### src/tapid_pkg.sv
// Constants and types shared by the test access port design
package tapid_pkg;

  // ---------------------------------------------------------------
  // Instruction register
  // ---------------------------------------------------------------
  localparam int unsigned IR_W       = 5;
  localparam int unsigned WORD_W     = 32;
  localparam int unsigned CTRL_W     = 8;
  localparam int unsigned BSR_W      = 1;

  localparam logic [4:0] OP_EXTEST       = 5'h00;
  localparam logic [4:0] OP_SAMPLE       = 5'h01;
  localparam logic [4:0] OP_BYPASS       = 5'h1f;
  localparam logic [4:0] OP_CORE_RESET   = 5'h10;
  localparam logic [4:0] OP_SEL_H2C      = 5'h11;
  localparam logic [4:0] OP_SEL_C2H      = 5'h12;
  localparam logic [4:0] OP_SEL_IFLAG    = 5'h13;
  localparam logic [4:0] OP_SEL_OFLAG    = 5'h14;
  localparam logic [4:0] OP_SEL_CTRL     = 5'h15;
  localparam logic [4:0] OP_HW_TEST_SEL  = 5'h1e;
  localparam logic [4:0] OP_PRIV_STRESS  = 5'h0a;
  localparam logic [4:0] OP_PRIV_PASS    = 5'h0e;

  localparam logic [1:0] IR_CAPTURE_FIX  = 2'h1;
  localparam logic [4:0] IR_RESET_VAL    = OP_BYPASS;

  // Handshake control bit positions
  localparam int unsigned CTRL_OFULL     = 0;
  localparam int unsigned CTRL_IFULL     = 1;
  localparam int unsigned CTRL_SLEEPLESS = 2;
  localparam logic [7:0]  CTRL_RESET_VAL = 8'h04;

  // ---------------------------------------------------------------
  // Controller states, one-hot
  // ---------------------------------------------------------------
  typedef enum logic [15:0] {
    S_RESET   = 16'h0001,
    S_IDLE    = 16'h0002,
    S_DR_SEL  = 16'h0004,
    S_DR_CAP  = 16'h0008,
    S_DR_SH   = 16'h0010,
    S_DR_EX1  = 16'h0020,
    S_DR_PAU  = 16'h0040,
    S_DR_EX2  = 16'h0080,
    S_DR_UPD  = 16'h0100,
    S_IR_SEL  = 16'h0200,
    S_IR_CAP  = 16'h0400,
    S_IR_SH   = 16'h0800,
    S_IR_EX1  = 16'h1000,
    S_IR_PAU  = 16'h2000,
    S_IR_EX2  = 16'h4000,
    S_IR_UPD  = 16'h8000
  } tapid_state_t;

endpackage

### src/tapid_top.sv
// Test access port controller with instruction decode and debug exchange registers
//
// Behaviour
// Four pins only; reset reached without reset pin
// All state steps on scan clock edges
// Mode select sampled on scan clock rise
// Serial input sampled on scan clock rise
// Output follows input after register length
// Serial output changes on falling edges only
// Output enabled only while shifting
// Mode-driven FSM with capture, shift, update
// Reset state held while mode high
// Instruction chooses data register in path
// Parallel stage changes only at update
// Capture, shift n bits, then update
// Read-only registers ignore update
// Handshake bits: zero remembers, one acts; the sleepless bit takes the written value, so zero clears it
// Five-bit instruction; unlisted opcodes undefined
// Boundary ops dummy register; all-ones bypass
// Reset opcode resets whole core
// Word in, word out, flag-plus-in select
// Flag-plus-out and handshake control select
// Test mode and private opcodes decoded
// Instruction capture loads 01 and control
// Two 32-bit words in scan path
// Bypass is one stage capturing zero
`timescale 1ns/1ps
`default_nettype none
module tapid_top (
  input  wire logic        clk_i,
  input  wire logic        rst_n_i,
  input  wire logic        tck_i,
  input  wire logic        tms_i,
  input  wire logic        tdi_i,
  output logic             tdo_o,
  output logic             tdo_oe_o,
  input  wire logic [31:0] core_out_word_i,
  input  wire logic        core_out_word_we_i,
  input  wire logic        core_ofull_set_i,
  input  wire logic        core_ifull_clr_i,
  input  wire logic        core_sleepless_i,
  input  wire logic        core_sleepless_we_i,
  output logic      [31:0] host_in_word_o,
  output logic      [31:0] core_out_word_o,
  output logic             ifull_o,
  output logic             ofull_o,
  output logic             sleepless_o,
  output logic             host_irq_o,
  output logic             core_reset_o,
  output logic             hardware_test_select_o,
  output logic             private_stress_op_o
);

  // ---------------------------------------------------------------
  // State record
  // ---------------------------------------------------------------
  typedef struct packed {
    logic                     tck_prev;
    tapid_pkg::tapid_state_t  st;
    logic [4:0]               ir_sh;
    logic [4:0]               ir;
    logic [32:0]              dr_sh;
    logic [31:0]              h2c;
    logic [31:0]              c2h;
    logic [7:0]               ctrl;
    logic                     tdo;
    logic                     tdo_oe;
    logic                     irq;
    logic                     core_rst;
    logic [1:0]               warm;
    logic                     hw_sel;
    logic                     stress_sel;
  } tapid_s_t;

  tapid_s_t s_q;
  tapid_s_t s_d;

  logic [2:0] pins;
  logic       tck_s;
  logic       tms_s;
  logic       tdi_s;

  // Pins pass two flops before use
  tapid_sync #(
    .W (3)
  ) u_sync (
    .clk_i   (clk_i),
    .rst_n_i (rst_n_i),
    .d_i     ({tck_i, tms_i, tdi_i}),
    .q_o     (pins)
  );

  assign tck_s = pins[2];
  assign tms_s = pins[1];
  assign tdi_s = pins[0];

  // ---------------------------------------------------------------
  // Next-state logic
  // ---------------------------------------------------------------
  // Clocks after reset until the synchronised pins show their true level
  localparam logic [1:0] SETTLE = 2'h3;

  logic rise;
  logic fall;

  always_comb
  begin
    s_d        = s_q;
    // No edge is taken while the synchroniser still shows its reset level
    rise       = tck_s & ~s_q.tck_prev & (s_q.warm == SETTLE);
    fall       = ~tck_s & s_q.tck_prev & (s_q.warm == SETTLE);
    s_d.tck_prev = tck_s;
    if (s_q.warm != SETTLE)
      s_d.warm = s_q.warm + 2'h1;
    s_d.irq      = 1'b0;
    s_d.core_rst = 1'b0;

    // Core side accesses; hardware set wins over host clear
    if (core_out_word_we_i)
      s_d.c2h = core_out_word_i;
    if (core_sleepless_we_i)
      s_d.ctrl[tapid_pkg::CTRL_SLEEPLESS] = core_sleepless_i;
    if (core_ifull_clr_i)
      s_d.ctrl[tapid_pkg::CTRL_IFULL] = 1'b0;

    // State changes only on scan clock rise
    if (rise)
    begin
      // Mode-driven transitions
      case (s_q.st)
        tapid_pkg::S_RESET:  s_d.st = tms_s ? tapid_pkg::S_RESET : tapid_pkg::S_IDLE;
        tapid_pkg::S_IDLE:   s_d.st = tms_s ? tapid_pkg::S_DR_SEL : tapid_pkg::S_IDLE;
        tapid_pkg::S_DR_SEL: s_d.st = tms_s ? tapid_pkg::S_IR_SEL : tapid_pkg::S_DR_CAP;
        tapid_pkg::S_DR_CAP: s_d.st = tms_s ? tapid_pkg::S_DR_EX1 : tapid_pkg::S_DR_SH;
        tapid_pkg::S_DR_SH:  s_d.st = tms_s ? tapid_pkg::S_DR_EX1 : tapid_pkg::S_DR_SH;
        tapid_pkg::S_DR_EX1: s_d.st = tms_s ? tapid_pkg::S_DR_UPD : tapid_pkg::S_DR_PAU;
        tapid_pkg::S_DR_PAU: s_d.st = tms_s ? tapid_pkg::S_DR_EX2 : tapid_pkg::S_DR_PAU;
        tapid_pkg::S_DR_EX2: s_d.st = tms_s ? tapid_pkg::S_DR_UPD : tapid_pkg::S_DR_SH;
        tapid_pkg::S_DR_UPD: s_d.st = tms_s ? tapid_pkg::S_DR_SEL : tapid_pkg::S_IDLE;
        tapid_pkg::S_IR_SEL: s_d.st = tms_s ? tapid_pkg::S_RESET : tapid_pkg::S_IR_CAP;
        tapid_pkg::S_IR_CAP: s_d.st = tms_s ? tapid_pkg::S_IR_EX1 : tapid_pkg::S_IR_SH;
        tapid_pkg::S_IR_SH:  s_d.st = tms_s ? tapid_pkg::S_IR_EX1 : tapid_pkg::S_IR_SH;
        tapid_pkg::S_IR_EX1: s_d.st = tms_s ? tapid_pkg::S_IR_UPD : tapid_pkg::S_IR_PAU;
        tapid_pkg::S_IR_PAU: s_d.st = tms_s ? tapid_pkg::S_IR_EX2 : tapid_pkg::S_IR_PAU;
        tapid_pkg::S_IR_EX2: s_d.st = tms_s ? tapid_pkg::S_IR_UPD : tapid_pkg::S_IR_SH;
        tapid_pkg::S_IR_UPD: s_d.st = tms_s ? tapid_pkg::S_DR_SEL : tapid_pkg::S_IDLE;
        default:             s_d.st = tapid_pkg::S_RESET;
      endcase

      case (s_q.st)
        tapid_pkg::S_RESET:
        begin
          s_d.ir         = tapid_pkg::IR_RESET_VAL;
          s_d.hw_sel     = 1'b0;
          s_d.stress_sel = 1'b0;
        end
        tapid_pkg::S_IR_CAP:
        begin
          // Fixed pattern plus low control bits
          s_d.ir_sh = {s_q.ctrl[2:0], tapid_pkg::IR_CAPTURE_FIX};
        end
        tapid_pkg::S_IR_SH:
        begin
          s_d.ir_sh = {tdi_s, s_q.ir_sh[4:1]};
        end
        tapid_pkg::S_IR_UPD:
        begin
          s_d.ir = s_q.ir_sh;
          s_d.hw_sel     = (s_q.ir_sh == tapid_pkg::OP_HW_TEST_SEL);
          s_d.stress_sel = (s_q.ir_sh == tapid_pkg::OP_PRIV_STRESS);
          if (s_q.ir_sh == tapid_pkg::OP_CORE_RESET)
            s_d.core_rst = 1'b1;
        end
        tapid_pkg::S_DR_CAP:
        begin
          // Selected register loaded into shift stage
          if (s_q.ir == tapid_pkg::OP_SEL_H2C)
            s_d.dr_sh = {1'b0, s_q.h2c};
          else if (s_q.ir == tapid_pkg::OP_SEL_C2H)
            s_d.dr_sh = {1'b0, s_q.c2h};
          else if (s_q.ir == tapid_pkg::OP_SEL_IFLAG)
            s_d.dr_sh = {s_q.ctrl[tapid_pkg::CTRL_IFULL], s_q.h2c};
          else if (s_q.ir == tapid_pkg::OP_SEL_OFLAG)
            s_d.dr_sh = {s_q.ctrl[tapid_pkg::CTRL_OFULL], s_q.c2h};
          else if (s_q.ir == tapid_pkg::OP_SEL_CTRL)
            s_d.dr_sh = {25'h0000000, s_q.ctrl};
          else
            s_d.dr_sh = '0; // Bypass and dummy boundary capture zero
        end
        tapid_pkg::S_DR_SH:
        begin
          // Shift entry point set by selected length
          if (s_q.ir == tapid_pkg::OP_SEL_H2C || s_q.ir == tapid_pkg::OP_SEL_C2H)
            s_d.dr_sh = {1'b0, tdi_s, s_q.dr_sh[31:1]};
          else if (s_q.ir == tapid_pkg::OP_SEL_IFLAG || s_q.ir == tapid_pkg::OP_SEL_OFLAG)
            s_d.dr_sh = {tdi_s, s_q.dr_sh[32:1]};
          else if (s_q.ir == tapid_pkg::OP_SEL_CTRL)
            s_d.dr_sh = {25'h0000000, tdi_s, s_q.dr_sh[7:1]};
          else
            s_d.dr_sh = {32'h00000000, tdi_s};
        end
        tapid_pkg::S_DR_UPD:
        begin
          if (s_q.ir == tapid_pkg::OP_SEL_H2C)
            s_d.h2c = s_q.dr_sh[31:0];
          else if (s_q.ir == tapid_pkg::OP_SEL_IFLAG)
          begin
            s_d.h2c = s_q.dr_sh[31:0];
            if (s_q.dr_sh[32])
            begin
              s_d.ctrl[tapid_pkg::CTRL_IFULL] = 1'b1;
              s_d.irq = 1'b1;
            end
          end
          else if (s_q.ir == tapid_pkg::OP_SEL_OFLAG)
          begin
            // Word is read-only, flag one clears
            if (s_q.dr_sh[32] && !core_ofull_set_i)
              s_d.ctrl[tapid_pkg::CTRL_OFULL] = 1'b0;
          end
          else if (s_q.ir == tapid_pkg::OP_SEL_CTRL)
          begin
            if (s_q.dr_sh[tapid_pkg::CTRL_OFULL] && !core_ofull_set_i)
              s_d.ctrl[tapid_pkg::CTRL_OFULL] = 1'b0;
            if (s_q.dr_sh[tapid_pkg::CTRL_IFULL])
            begin
              s_d.ctrl[tapid_pkg::CTRL_IFULL] = 1'b1;
              s_d.irq = 1'b1;
            end
            s_d.ctrl[tapid_pkg::CTRL_SLEEPLESS] = s_q.dr_sh[tapid_pkg::CTRL_SLEEPLESS];
          end
        end
        default:
        begin
        end
      endcase
    end

    if (core_ofull_set_i)
      s_d.ctrl[tapid_pkg::CTRL_OFULL] = 1'b1;

    // Output changes on falling edge only
    if (fall)
    begin
      s_d.tdo_oe = 1'b0;
      s_d.tdo    = 1'b0;
      if (s_q.st == tapid_pkg::S_IR_SH)
      begin
        s_d.tdo_oe = 1'b1;
        s_d.tdo    = s_q.ir_sh[0];
      end
      else if (s_q.st == tapid_pkg::S_DR_SH)
      begin
        s_d.tdo_oe = 1'b1;
        s_d.tdo    = s_q.dr_sh[0];
      end
    end
  end

  // ---------------------------------------------------------------
  // State register
  // ---------------------------------------------------------------
  always_ff @(posedge clk_i)
  begin
    if (!rst_n_i)
    begin
      s_q          <= '0;
      s_q.st       <= tapid_pkg::S_RESET;
      s_q.ir       <= tapid_pkg::IR_RESET_VAL;
      s_q.ctrl     <= tapid_pkg::CTRL_RESET_VAL;
    end
    else
    begin
      s_q <= s_d;
    end
  end

  // ---------------------------------------------------------------
  // Outputs
  // ---------------------------------------------------------------
  assign tdo_o                  = s_q.tdo;
  assign tdo_oe_o               = s_q.tdo_oe;
  assign host_in_word_o         = s_q.h2c;
  assign core_out_word_o        = s_q.c2h;
  assign ifull_o                = s_q.ctrl[tapid_pkg::CTRL_IFULL];
  assign ofull_o                = s_q.ctrl[tapid_pkg::CTRL_OFULL];
  assign sleepless_o            = s_q.ctrl[tapid_pkg::CTRL_SLEEPLESS];
  assign host_irq_o             = s_q.irq;
  assign core_reset_o           = s_q.core_rst;
  assign hardware_test_select_o = s_q.hw_sel;
  assign private_stress_op_o    = s_q.stress_sel;

endmodule
`default_nettype wire

### src/tapid_sync.sv
// Two-flop synchroniser for the scan pins
`timescale 1ns/1ps
`default_nettype none
module tapid_sync #(
  parameter int unsigned W = 3
) (
  input  wire logic         clk_i,
  input  wire logic         rst_n_i,
  input  wire logic [W-1:0] d_i,
  output logic      [W-1:0] q_o
);
  logic [W-1:0] meta_q;
  logic [W-1:0] sync_q;

  always_ff @(posedge clk_i)
  begin
    if (!rst_n_i)
    begin
      meta_q <= '0;
      sync_q <= '0;
    end
    else
    begin
      meta_q <= d_i;
      sync_q <= meta_q;
    end
  end

  assign q_o = sync_q;
endmodule
`default_nettype wire

### config.mk
export PLATFORM = sky130hd
export DESIGN_NAME = tapid_top
export DESIGN_NICKNAME = d
export VERILOG_FILES = /design/src/tapid_pkg.sv /design/src/tapid_top.sv /design/src/tapid_sync.sv
export SDC_FILE = /design/constraint.sdc
export NUM_CORES = 1
export LEC_CHECK = 0
export BUFFER_PORTS_ARGS = -buffer_cell sky130_fd_sc_hd__buf_4
export CORE_MARGIN = 2
export CORE_UTILIZATION = 45
export CTS_CLUSTER_SIZE = 40
export DETAILED_ROUTE_END_ITERATION = 8
export HOLD_SLACK_MARGIN = 0.12
export PLACE_DENSITY = 0.66
export SETUP_SLACK_MARGIN = 0.1
export SLEW_MARGIN = 5
export SYNTH_ARGS = -nofsm -noshare
export SYNTH_HDL_FRONTEND = slang
export SYNTH_SLANG_ARGS = --single-unit
export TNS_END_PERCENT = 100
### constraint.sdc
create_clock -name clk_i -period 3.6 [get_ports clk_i]
set_clock_uncertainty 0.15 [all_clocks]
set_input_delay 0.18 -clock clk_i [delete_from_list [all_inputs] [get_ports clk_i]]
set_output_delay 0.18 -clock clk_i [all_outputs]
set_load 0.02 [all_outputs]
== Word level (Yosys, flattened, before mapping) ==
Index checks and enable logic that the tools add are counted.

* Word-level logic and storage cells: 131
* Bits of input ports: 42
* Register bits: 141
* Output and inout bits: 73

* Muxes and demuxes: 51
* Bitwise logic cells: 9
* Add/sub/neg operators: 1
* Reductions and logical operators: 23
* Eq/ne operators: 29

{| class="wikitable"
|+ Operators with widths
! cell !! count
|-
| 33-bit two-way mux || 6
|-
| 16-bit one-hot mux with 12 select lines || 1
|-
| 33-bit one-hot mux with 2 select lines || 1
|-
| 32-bit two-way mux || 2
|-
| 5-bit equality test, second input constant || 7
|-
| 16-bit two-way mux || 2
|-
| 5-bit one-hot mux with 2 select lines || 2
|-
| 3-bit two-way mux || 6
|-
| 9-bit two-way mux || 2
|-
| 1-bit two-way mux || 17
|-
| 16-bit by 1-bit equality test with 1-bit output, second input constant || 1
|-
| 16-bit by 10-bit equality test with 1-bit output, second input constant || 1
|-
| 16-bit by 11-bit equality test with 1-bit output, second input constant || 1
|-
| 16-bit by 12-bit equality test with 1-bit output, second input constant || 1
|-
| 16-bit by 13-bit equality test with 1-bit output, second input constant || 1
|-
| 16-bit by 14-bit equality test with 1-bit output, second input constant || 1
|-
| 16-bit by 15-bit equality test with 1-bit output, second input constant || 1
|-
| 16-bit equality test, second input constant || 1
|-
| 16-bit by 2-bit equality test with 1-bit output, second input constant || 1
|-
| 16-bit by 3-bit equality test with 1-bit output, second input constant || 1
|-
| 16-bit by 4-bit equality test with 1-bit output, second input constant || 1
|-
| 16-bit by 5-bit equality test with 1-bit output, second input constant || 1
|-
| 16-bit by 6-bit equality test with 1-bit output, second input constant || 1
|-
| 16-bit by 7-bit equality test with 1-bit output, second input constant || 1
|-
| 28 further kinds || 53
|}

== Depth between registers and ports, before layout ==
* Depth after elaboration: 10
* Depth in mapped cells: 11
* Mapped depth without buffers: 7

== Modules after synthesis ==
From an unflattened synthesis, not the netlist that was laid out.

* Cell total of the unflattened synthesis: 804
* Area total of the unflattened synthesis: 6,890.4 µm²

{| class="wikitable"
|+ Modules (own cells, without submodules)
! module !! seq. area each (µm²) !! times used !! area an instance (µm²) !! cells an instance
|-
| tapid_top || 2,702.6 || 1 || 6,732.7 || 792
|-
| tapid_sync || 120.1 || 1 || 157.7 || 12
|}

== Worst setup path before layout ==
Ideal clock, no wire load.

* Kind: flip-flop to flip-flop
* Start point: register s_q[2] (netlist name)
* End point: register s_q[100] (netlist name)
* Setup time: 0.128 ns
* Path buffers: 4
* Arrival time: 2.289 ns
* Path slack: 1.033 ns
* Cell stages (with the launch flop): 12
* Clock period less this slack: 2.567 ns
* Data required time: 3.322 ns
* Path through: dfxtp_1 -> ha_1 -> nand2_1 -> or2_2 -> clkbuf_1 -> or3b_2 -> clkbuf_1 -> and2_1 -> clkbuf_1 -> clkbuf_1 -> nand2_1 -> o21ai_0

* Word-level cells in the longest chain between the ends: 3

{| class="wikitable"
|+ Ends and longest elaborated chain
! item !! RTL line !! RTL
|-
| start: declaration || tapid_top.sv:75 || <nowiki>tapid_s_t s_q;</nowiki>
|-
| 2-bit equality test || tapid_top.sv:110 || <nowiki>rise = tck_s & ~s_q.tck_prev & (s_q.warm == SETTLE);</nowiki>
|-
| 1-bit AND || tapid_top.sv:110 ||
|-
| 2-bit AND reduction (no source line) || -- ||
|}

Every way passes these cells.
A chain may end at the register's enable or synchronous reset.

== Worst setup path after layout ==
* Start point: register s_q[123] (netlist name)
* End point: register s_q, in the netlist sleepless_o

* Word-level cells in the longest chain between the ends: 3

{| class="wikitable"
|+ Ends and longest elaborated chain
! item !! RTL line !! RTL
|-
| 16-bit by 9-bit equality test with 1-bit output || tapid_top.sv:150 || <nowiki>case (s_q.st)</nowiki>
|-
| 3-bit two-way mux || tapid_top.sv:150 ||
|-
| 3-bit two-way mux || tapid_top.sv:127 || <nowiki>if (rise)</nowiki>
|}

Every way passes these cells. The select of a mux whose other input is x is not followed.

==> impl_metrics.tcl <==
set metrics [dict create \
    status "finished clean" \
    synth_area_mm2 0.00675 \
    power.total_mw 3.75 \
    synth-main-ff-cell "dfxtp_1" \
    cts_max_path_buffers 2 \
    grt_max_degree 90 \
    htreeDepth 4 \
    setup-violations-final 0 \
    vias_per_cell 5.29 \
    ys_ff_latch 141 \
    async_flop_share_pct 0 \
    die_w_um 126 \
    die_area_mm2 0.0160 \
    layout_min_cycle_time_ns 2.78 \
    core_area_mm2 0.0146 \
    gp_congestion 0.900 \
    drtPass1Iterations 5 \
    nets 940 \
    routed-via-count 5792 \
    clockRootBuffer "clkbuf_16" \
    grt_pass1_vias 5425 \
    tns_ns 0 \
    io_pins 115 \
    fill_cells 1326 \
    rows 44 \
    drt.antenna.violating_nets 0 \
    hold_path.class "primary input to flop" \
    cts_setup_buffers 0 \
    worstMarginPinSlew_ns 0.982 \
    crit_type "flop to flop" \
    stdcell_area_mm2 0.00835 \
    syn_inst 826 \
    ir_drop_mv 0.390 \
    grt_antenna_before_repair 0 \
    path_max_fanout 9 \
    clkLatencyLatePin_ns 0.42 \
    drv_slew 0 \
    dp_slack_ns 0.885 \
    fmax_mhz 360 \
    powerDensity_mw_per_mm2 449 \
    finalHoldViolations 0 \
    holdWs_ns 0.180 \
    cp-end-kind "flop" \
    portBuffers 114 \
    cp.arrival_ns 2.98 \
    drc_errors 0 \
    drt_wl_total_um 16700 \
    dp_hpwl_um 10900 \
    area_delta_synth_final_pct 23.7 \
    ys_types 56 \
    dp_cells 1017 \
    setup_slack_ns 0.824 \
    die_h_um 126 \
    start_kind "flop" \
    wire_per_inst_um 15.3 \
    cts_tree "yes" \
    cts_sinks 141 \
    required_ns 3.81 \
    rsz0062_at_grt "false" \
    maxSlewHeadroom_pct 34.6 \
    cts_made_buffers 17 \
    final_cells 1094 \
    n_antenna_cell 0 \
    grt_overflow 0 \
    drt_iter0_drc 366 \
    drive_gt1_share_pct 18.9 \
    start_util_pct 46.3 \
    maxCapViolCount 0 \
    dpl_cell_area_mm2 0.00726 \
    clkTransAtPathRegs_ns 0.06 \
    postSynthAreaPerCell_um2 8.17 \
    postLayoutCoreUtil_pct 57.2 \
    grt_pass1_wl_um 27200 \
    yosysSeqAreaShare_pct 41.8 \
    leakage_nw 3.42 \
    yosysWarnings 0 \
    synth-edff-count 0 \
    grt_usage_pct 20.8 \
    fin_crit_sh_pct 77.1 \
    synth_nets 869 \
]
[logic make-up after synthesis]
kind of cell | Yosys count | synth area share, %
AND/OR/NAND/NOR | 307 | 21.5
AO/OA/AOI/OAI | 170 | 14.6
flip-flops | 141 | 41.8
buffers and inverters | 134 | 11.2
multiplexers | 63 | 9.34
XOR/XNOR | 10 | 1.30
adder cells (fa/ha/maj) | 1 | 0.185
[per-layer routing]
metal / part of all wire, % / global-route usage [%]
met1: 47 / 27.5
met2: 46 / 33.1
met3: 5.6 / 5.74
met4: 1.3 / 6.59
met5: 0 / 0
[sequential cells by signal (all words and copies together), names as in the netlist]
signal	flops
s_q	62
tdo_o	1
ifull_o	1
u_sync.q_o	3
u_sync.meta_q	3
ofull_o	1
core_out_word_o	32
core_reset_o	1
hardware_test_select_o	1
sleepless_o	1
host_in_word_o	32
tdo_oe_o	1
private_stress_op_o	1
host_irq_o	1
[synthesized netlist by cell type, drive strengths merged, types with 3 or more instances]
master	n	area share [%]
dfxtp	141	42
nand2	137	7.6
buf	78	8.1
nor2	74	4.2
o21ai	73	5.4
mux2i	63	9.3
a21oi	53	3.9
clkbuf	45	2.5
nor4	15	1.8
nand4	12	1.1
and2	11	1.0
inv	11	0.61
nand3	10	0.74
nor3	10	0.74
or4	10	1.2
a22o	7	0.91
xnor2	7	0.91
a221oi	6	0.78
a22oi	6	0.67
nand2b	5	0.46
o22a	5	0.65
nor2b	4	0.37
a31oi	3	0.28
nand3b	3	0.33
nor4bb	3	0.44
o22ai	3	0.28
o31ai	3	0.33
or3	3	0.28
xor2	3	0.39
[where the power goes]
part           switching, mW  internal [mW]
registers             0.0271           1.59
clock network          0.656           1.22
logic                  0.122          0.134
[worst max-delay path: stages, from the launching register on]
cell and delay, ns:
dfxtp_1 0.39, nor4_2 0.57, nand4_1 0.26, nor4_1 0.25, buf_4 0.18, nand4_1 0.12
nand3_1 0.12, dlygate4sd3_1 0.55, o31a_1 0.12
[what timing repair did]
item | in CTS | in global routing
hold buffers | 45 | 0
gates resized for setup | 0 | 0
hold endpoints to repair | 56 | 0
setup endpoints to repair | 0 | 0
[layout make-up]
class	count	area (µm²)	share of cell area, %
clock inverters	9	159	1.90
repair buffers	175	1430	17.1
well taps	184	230	2.76
multi-input cells	551	3190	38.2
flip-flops and latches	141	2820	33.8
clock buffers	23	478	5.72
inverters	11	41.3	0.495
[placed cells by master, fill, tap and decap left out, types with 3 or more instances in the layout]
cell / Yosys / final
buf_4: 64 / 130
or4_1: 8 / 8
mux2i_1: 63 / 63
or3_1: 3 / 3
nor3_1: 10 / 10
nand2_1: 137 / 137
nor2_1: 73 / 73
dfxtp_1: 141 / 141
a221oi_1: 6 / 6
and2_1: 10 / 10
a22o_1: 7 / 7
o22a_1: 5 / 5
nor2b_1: 4 / 4
bufinv_16: 0 / 4
a22oi_1: 6 / 6
nand2b_1: 5 / 5
nand3_1: 10 / 10
o21ai_0: 73 / 73
nand4_1: 12 / 12
clkbuf_8: 0 / 3
a21oi_1: 53 / 53
xor2_1: 3 / 3
clkinv_4: 0 / 3
nor4_1: 12 / 12
clkbuf_16: 0 / 17
dlygate4sd3_1: 0 / 45
clkbuf_1: 45 / 3
xnor2_1: 7 / 7
a31oi_1: 3 / 3
o31ai_1: 3 / 3
nand3b_1: 3 / 3
inv_1: 10 / 10
o22ai_1: 3 / 3
[path summary, 6_finish.rpt]
kind | to | slack (ns) | depth (start not counted) | startpoint
worst max register to register | sleepless_o$_SDFF_PN1_ | 0.82 | 8 | s_q[123]$_SDFFE_PN1P_
worst min-delay path | core_out_word_o[31]$_SDFFE_PN0P_ | 0.18 | 3 | core_out_word_we_i
worst min register to register | u_sync.q_o[2]$_SDFF_PN0_ | 0.28 | 1 | u_sync.meta_q[2]$_SDFF_PN0_
worst max-delay path | sleepless_o$_SDFF_PN1_ | 0.82 | 8 | s_q[123]$_SDFFE_PN1P_
(Power assumes the default switching activity.)
